==> src/rtl/cid_pkg.sv <==
// Purpose: Constants for the chip identity register bank
// Assumes: APB slave with 32-bit data, word aligned registers
// Notes: Identity field values are wiring parameters of the top module
package cid_pkg;
  // Register byte offsets
  localparam logic [11:0] CID_OFF_MAIN = 12'h000;
  localparam logic [11:0] CID_OFF_EXT = 12'h004;
  // Main word field positions
  localparam int CID_EXT_BIT = 31;
  localparam int CID_TYP_LSB = 28;
  localparam int CID_FAM_LSB = 20;
  localparam int CID_RAM_LSB = 16;
  localparam int CID_SZ2_LSB = 12;
  localparam int CID_SZ1_LSB = 8;
  localparam int CID_PROC_LSB = 5;
  localparam int CID_REV_LSB = 0;
  // Program memory type codes
  localparam logic [2:0] CID_TYP_ROM = 3'h0;
  localparam logic [2:0] CID_TYP_ROMLESS = 3'h1;
  localparam logic [2:0] CID_TYP_FLASH = 3'h2;
  localparam logic [2:0] CID_TYP_ROM_FLASH = 3'h3;
  localparam logic [2:0] CID_TYP_SRAM = 3'h4;
  // Reset values
  localparam logic [31:0] CID_RDATA_RST = 32'h0000_0000;
  // Bus answer states
  typedef enum logic [0:0] {
    CID_IDLE = 1'b0,
    CID_DONE = 1'b1
  } cid_state_t;
endpackage

==> src/rtl/cid_regs.sv <==
// Purpose: Read-only chip identity words behind an APB slave
// Assumes: Single clock pclk, asynchronous active-low reset presetn
// Notes: One wait state on every access; writes have no effect
//
// How it works
// - The main identity word sits at offset 0 and the extension word at offset 4, both read-only.
// - Both words are fixed by wiring parameters and no bus access changes them.
// - The extension word reads zero whenever the extension flag is clear.
// - Bit 31 of the main word is the extension flag.
// - Bits 30 to 28 give the program memory type code.
// - With type ROM plus flash, the first size field is ROM and the second is flash.
// - Bits 11 to 8 give the first program memory size code; reserved codes are refused.
// - Bits 15 to 12 give the second program memory size with the same code table.
// - Bits 19 to 16 give the internal RAM size code.
// - Bits 27 to 20 hold the eight-bit family code.
// - Bits 7 to 5 hold the processor code.
// - Bits 4 to 0 hold the silicon revision.
module cid_regs
  import cid_pkg::*;
#(
  parameter logic second_word_present = 1'b0,
  parameter logic [2:0] program_memory_type = CID_TYP_ROM_FLASH,
  parameter logic [3:0] program_memory_size_first = 4'h2,
  parameter logic [3:0] program_memory_size_second = 4'h9,
  parameter logic [3:0] internal_ram_size = 4'hb,
  // Family, processor, revision and extension values are arbitrary
  parameter logic [7:0] family_code = 8'h5a,
  parameter logic [2:0] processor_code = 3'h3,
  parameter logic [4:0] revision = 5'h01,
  parameter logic [31:0] extension_value = 32'h1234_5678
) (
  // Clock and reset
  input wire logic pclk,
  input wire logic presetn,
  // APB slave
  input wire logic psel,
  input wire logic penable,
  input wire logic pwrite,
  input wire logic [11:0] paddr,
  input wire logic [31:0] pwdata,
  input wire logic [3:0] pstrb,
  output logic [31:0] prdata,
  output logic pready,
  output logic pslverr
);

  // Size code check shared by both size fields
  function automatic logic cid_size_ok(input logic [3:0] code);
    unique case (code)
      4'h4, 4'h6, 4'h8, 4'hb, 4'hd, 4'hf: cid_size_ok = 1'b0;
      default: cid_size_ok = 1'b1;
    endcase
  endfunction

  // Wiring checks on the identity fields
  initial begin
    if (!cid_size_ok(program_memory_size_first)) begin
      $error("first size code reserved");
    end
    if (!cid_size_ok(program_memory_size_second)) begin
      $error("second size code reserved");
    end
    if (program_memory_type > CID_TYP_SRAM) begin
      $error("memory type code reserved");
    end
  end

  // Packed main word and gated extension word
  logic [31:0] main_word;
  logic [31:0] ext_word;
  assign main_word = {second_word_present,
                      program_memory_type,
                      family_code,
                      internal_ram_size,
                      program_memory_size_second,
                      program_memory_size_first,
                      processor_code,
                      revision};
  assign ext_word = second_word_present ? extension_value : 32'h0000_0000;

  // Read decode by full byte address
  function automatic logic [31:0] cid_read(input logic [11:0] addr,
                                           input logic [31:0] mw,
                                           input logic [31:0] ew);
    unique case (addr)
      CID_OFF_MAIN: cid_read = mw;
      CID_OFF_EXT: cid_read = ew;
      default: cid_read = 32'h0000_0000;
    endcase
  endfunction

  cid_state_t state_r, state_nxt;
  logic [31:0] prdata_r, prdata_nxt;
  logic pready_r, pready_nxt;
  logic pslverr_r, pslverr_nxt;
  logic mapped;

  assign mapped = (paddr == CID_OFF_MAIN) || (paddr == CID_OFF_EXT);

  // Next answer: one wait state, writes dropped
  always_comb begin
    state_nxt = state_r;
    prdata_nxt = prdata_r;
    pready_nxt = 1'b0;
    pslverr_nxt = 1'b0;
    unique case (state_r)
      CID_IDLE: begin
        if (psel && penable) begin
          state_nxt = CID_DONE;
          pready_nxt = 1'b1;
          pslverr_nxt = !mapped;
          prdata_nxt = pwrite ? CID_RDATA_RST : cid_read(paddr, main_word, ext_word);
        end
      end
      CID_DONE: begin
        state_nxt = CID_IDLE;
        prdata_nxt = CID_RDATA_RST;
      end
    endcase
  end

  // Answer registers
  always_ff @(posedge pclk or negedge presetn) begin
    if (!presetn) begin
      state_r <= CID_IDLE;
      prdata_r <= CID_RDATA_RST;
      pready_r <= 1'b0;
      pslverr_r <= 1'b0;
    end else begin
      state_r <= state_nxt;
      prdata_r <= prdata_nxt;
      pready_r <= pready_nxt;
      pslverr_r <= pslverr_nxt;
    end
  end

  assign prdata = prdata_r;
  assign pready = pready_r;
  assign pslverr = pslverr_r;

  // Unused write inputs
  logic unused_w;
  assign unused_w = ^{pwdata, pstrb};
endmodule // cid_regs

==> config.mk <==
export PLATFORM = sky130hd
export DESIGN_NAME = cid_regs
export DESIGN_NICKNAME = d
export VERILOG_FILES = /design/src/rtl/cid_pkg.sv /design/src/rtl/cid_regs.sv
export SDC_FILE = /design/constraint.sdc
export NUM_CORES = 1
export LEC_CHECK = 0
export ABC_AREA = 1
export BUFFER_PORTS_ARGS = -buffer_cell sky130_fd_sc_hd__buf_2
export CORE_UTILIZATION = 26
export CTS_CLUSTER_SIZE = 24
export DETAILED_ROUTE_END_ITERATION = 10
export GPL_TIMING_DRIVEN = 0
export HOLD_SLACK_MARGIN = 0.12
export PLACE_DENSITY = 0.85
export SYNTH_ARGS = -nofsm -noshare
export SYNTH_HDL_FRONTEND = slang
export SYNTH_SLANG_ARGS = --single-unit
==> constraint.sdc <==
create_clock -name pclk -period 2.34 [get_ports pclk]
set_input_delay 0.468 -clock pclk [delete_from_list [all_inputs] [get_ports pclk]]
set_output_delay 0.468 -clock pclk [all_outputs]
set_load 0.05 [all_outputs]
==> impl_metrics.yaml <==
status:
  outcome: "complete, no violations"
timing:
  hold_slack_ns: 0.5116
  skew_ns: 0.001399
  setup_ws_ns: 0.6236
  setup_tns_ns: 0
  clock.fmax_mhz: 582.6
  finalSetupViolCount: 0
  fin_crit_ns: 1.716
  drv_slew: 0
  rsz0062_at_grt: "false"
  finalCritPeriodShare_pct: 73.35
  timing_hold_violations_final: 0
drt:
  drc: 0
  ant_nets: 0
  totalWireLength_um: 841
  vias: 447
  wl_per_cell_um: 6.469
  drt_iter0_drc: 9
  drt-vias-per-instance: 3.438
  drt_first_pass_iters: 2
placed_design:
  place_hpwl_um: 736.9
  gp_congestion: 0.6429
  dp_slack_ns: 0.8431
  dp_cells: 125
  port-buffer-count: 33
global_routing:
  grt_pass1_vias: 369
  grt_antenna_before_repair: 0
  track_usage_pct: 10.77
  grt_overflow: 0
  grt_max_degree: 17
  grt_pass1_wl_um: 1428
yosys:
  synth_seq_area_share_pct: 17.80
  avgSynthCellArea_um2: 7.028
  synth_area_um2: 421.7
  synthFlopType: "dfrtp_1"
  synth_commonest_cells: "31 x buf_4, 10 x nor2_1, 6 x nand2_1"
  yosysUniqueCellTypes: 12
  synthDominantCellAreaShare_pct: 55.19
  synth_edf_count: 0
  syn_inst: 60
  synth.area.top_cells: "buf_4 55%, dfrtp_1 18%, nor2_1 8.9%"
  yosys_warnings: 0
  yosysTopAreaCell: "buf_4"
  ys_seq_elements: 3
  synthArstFlopShare_pct: 100.0
  synth_most_common_cell: "buf_4"
flow_run:
  drv_cap: 0
clock_tree:
  ctsHoldBuffers: 1
  cts_resized: 0
  clock-root-buffer: "clkbuf_4"
  cts_sinks: 3
  clk_latency_ns: 0.23
  clk_pin_slew_worst_paths_ns: 0.04
  cts_setup_buffers: 0
  cts_inserted_buffers: 3
  clockBufferDepth: 2
  htree_levels: 1
  cts_tree: "done"
die:
  die_area_um2: 1787
  die_w_um: 42.27
  core_area_um2: 1506
  initial_utilization_pct: 27.99
  rows: 14
  ioPinCount: 87
  die_y_um: 42.27
finish:
  multi_input_area_um2: 166.4
  ff_latch_area_um2: 75.07
  instances_no_fill: 130
  drive_above_1_share_pct: 60.53
  syn2layout_area_growth_pct: 66.77
  nNetsFinal: 168
  fillCellCount: 151
  final_core_util_pct: 46.68
  n_antenna_cell: 0
worst_setup_path:
  cp_data_required_time_ns: 1.87
  path_max_fanout: 16
  cp-start-kind: "flop"
  endpoint_kind: "output port"
  crit_type: "reg -> out"
  worstPathArrival_ns: 1.25
hold_path:
  min_path_type: "in -> reg"
power:
  max-vdd-ir-drop_v: 0.0001445
  cellPowerDensity_nw_per_um2: 371.7
  leakage_uw: 0.0004923
## cells by family after synthesis
family / Yosys count / share of synthesized area, %
AO/OA/AOI/OAI: 1 / 1.186
buffers and inverters: 33 / 56.97
flip-flops: 3 / 17.80
other: 1 / 0.8894
AND/OR/NAND/NOR: 22 / 23.15
## registers in the layout, indices dropped and copies added, names as in the netlist
register	count
pready	1
pslverr	1
prdata	1
## layout make-up
| class | instances | area share [%] |
|---|---|---|
| Multi-Input combinational cell | 40 | 23.67 |
| Buffer | 31 | 33.10 |
| Tap cell | 16 | 2.847 |
| Inverter | 2 | 1.068 |
| Sequential cell | 3 | 10.68 |
| Clock buffer | 4 | 3.737 |
| Timing Repair Buffer | 34 | 24.91 |
## final timing paths
kind	from	endpoint	slack, ns	cells after the start
setup / recovery	prdata[28]$_DFFE_PN0P_	prdata[5]	0.62	2
hold / removal	pwrite	prdata[28]$_DFFE_PN0P_	0.51	4
setup reg to reg	prdata[28]$_DFFE_PN0P_	prdata[28]$_DFFE_PN0P_	1.48	2
hold reg to reg	pready$_DFF_PN0_	pready$_DFF_PN0_	0.56	3
max in group asynchronous	presetn	pready$_DFF_PN0_	1.65	2
min in group asynchronous	presetn	pslverr$_DFF_PN0_	0.59	2
## layout by cell type, fill, tap and decap left out, types with 2 or more instances in the layout
master,instances
inv_1,2
dfrtp_1,3
buf_2,33
nand2_1,6
nor2_1,10
clkbuf_4,3
conb_1,17
nand3_1,2
buf_4,31
## layer usage
| metal | global-route usage, % | vias to the layer above | routed length (um) |
|---|---|---|---|
| met4 | 9.375 | 0 | 17 |
| met1 | 11.17 | 167 | 314 |
| li1 | - | 241 | - |
| met2 | 17.85 | 37 | 392 |
| met3 | 2.586 | 2 | 116 |
| met5 | 0 | - | 0 |
## stage by stage
stage | cell area (um2) | power [uW]
after floorplan | 481.7 | 151.6
after global placement | 666.9 | 170.2
after detailed placement | 666.9 | 171.1
after CTS | 703.2 | 267.1
after global routing | 703.2 | 280.9
final | 703.2 | 261.4
## worst max-delay path, cell delays in order, from the launching register on
cell and delay, ns:
dfrtp_1 0.59, buf_4 0.18, buf_2 0.25
## report_power, final
group / internal (uW) / total, uW / switching [uW]
sequential: 54.0 / 54.7 / 0.645
clock: 63.8 / 88.6 / 24.8
combinational: 35.3 / 118 / 82.7
total: 153 / 261 / 108
(Power assumes the default switching activity.)
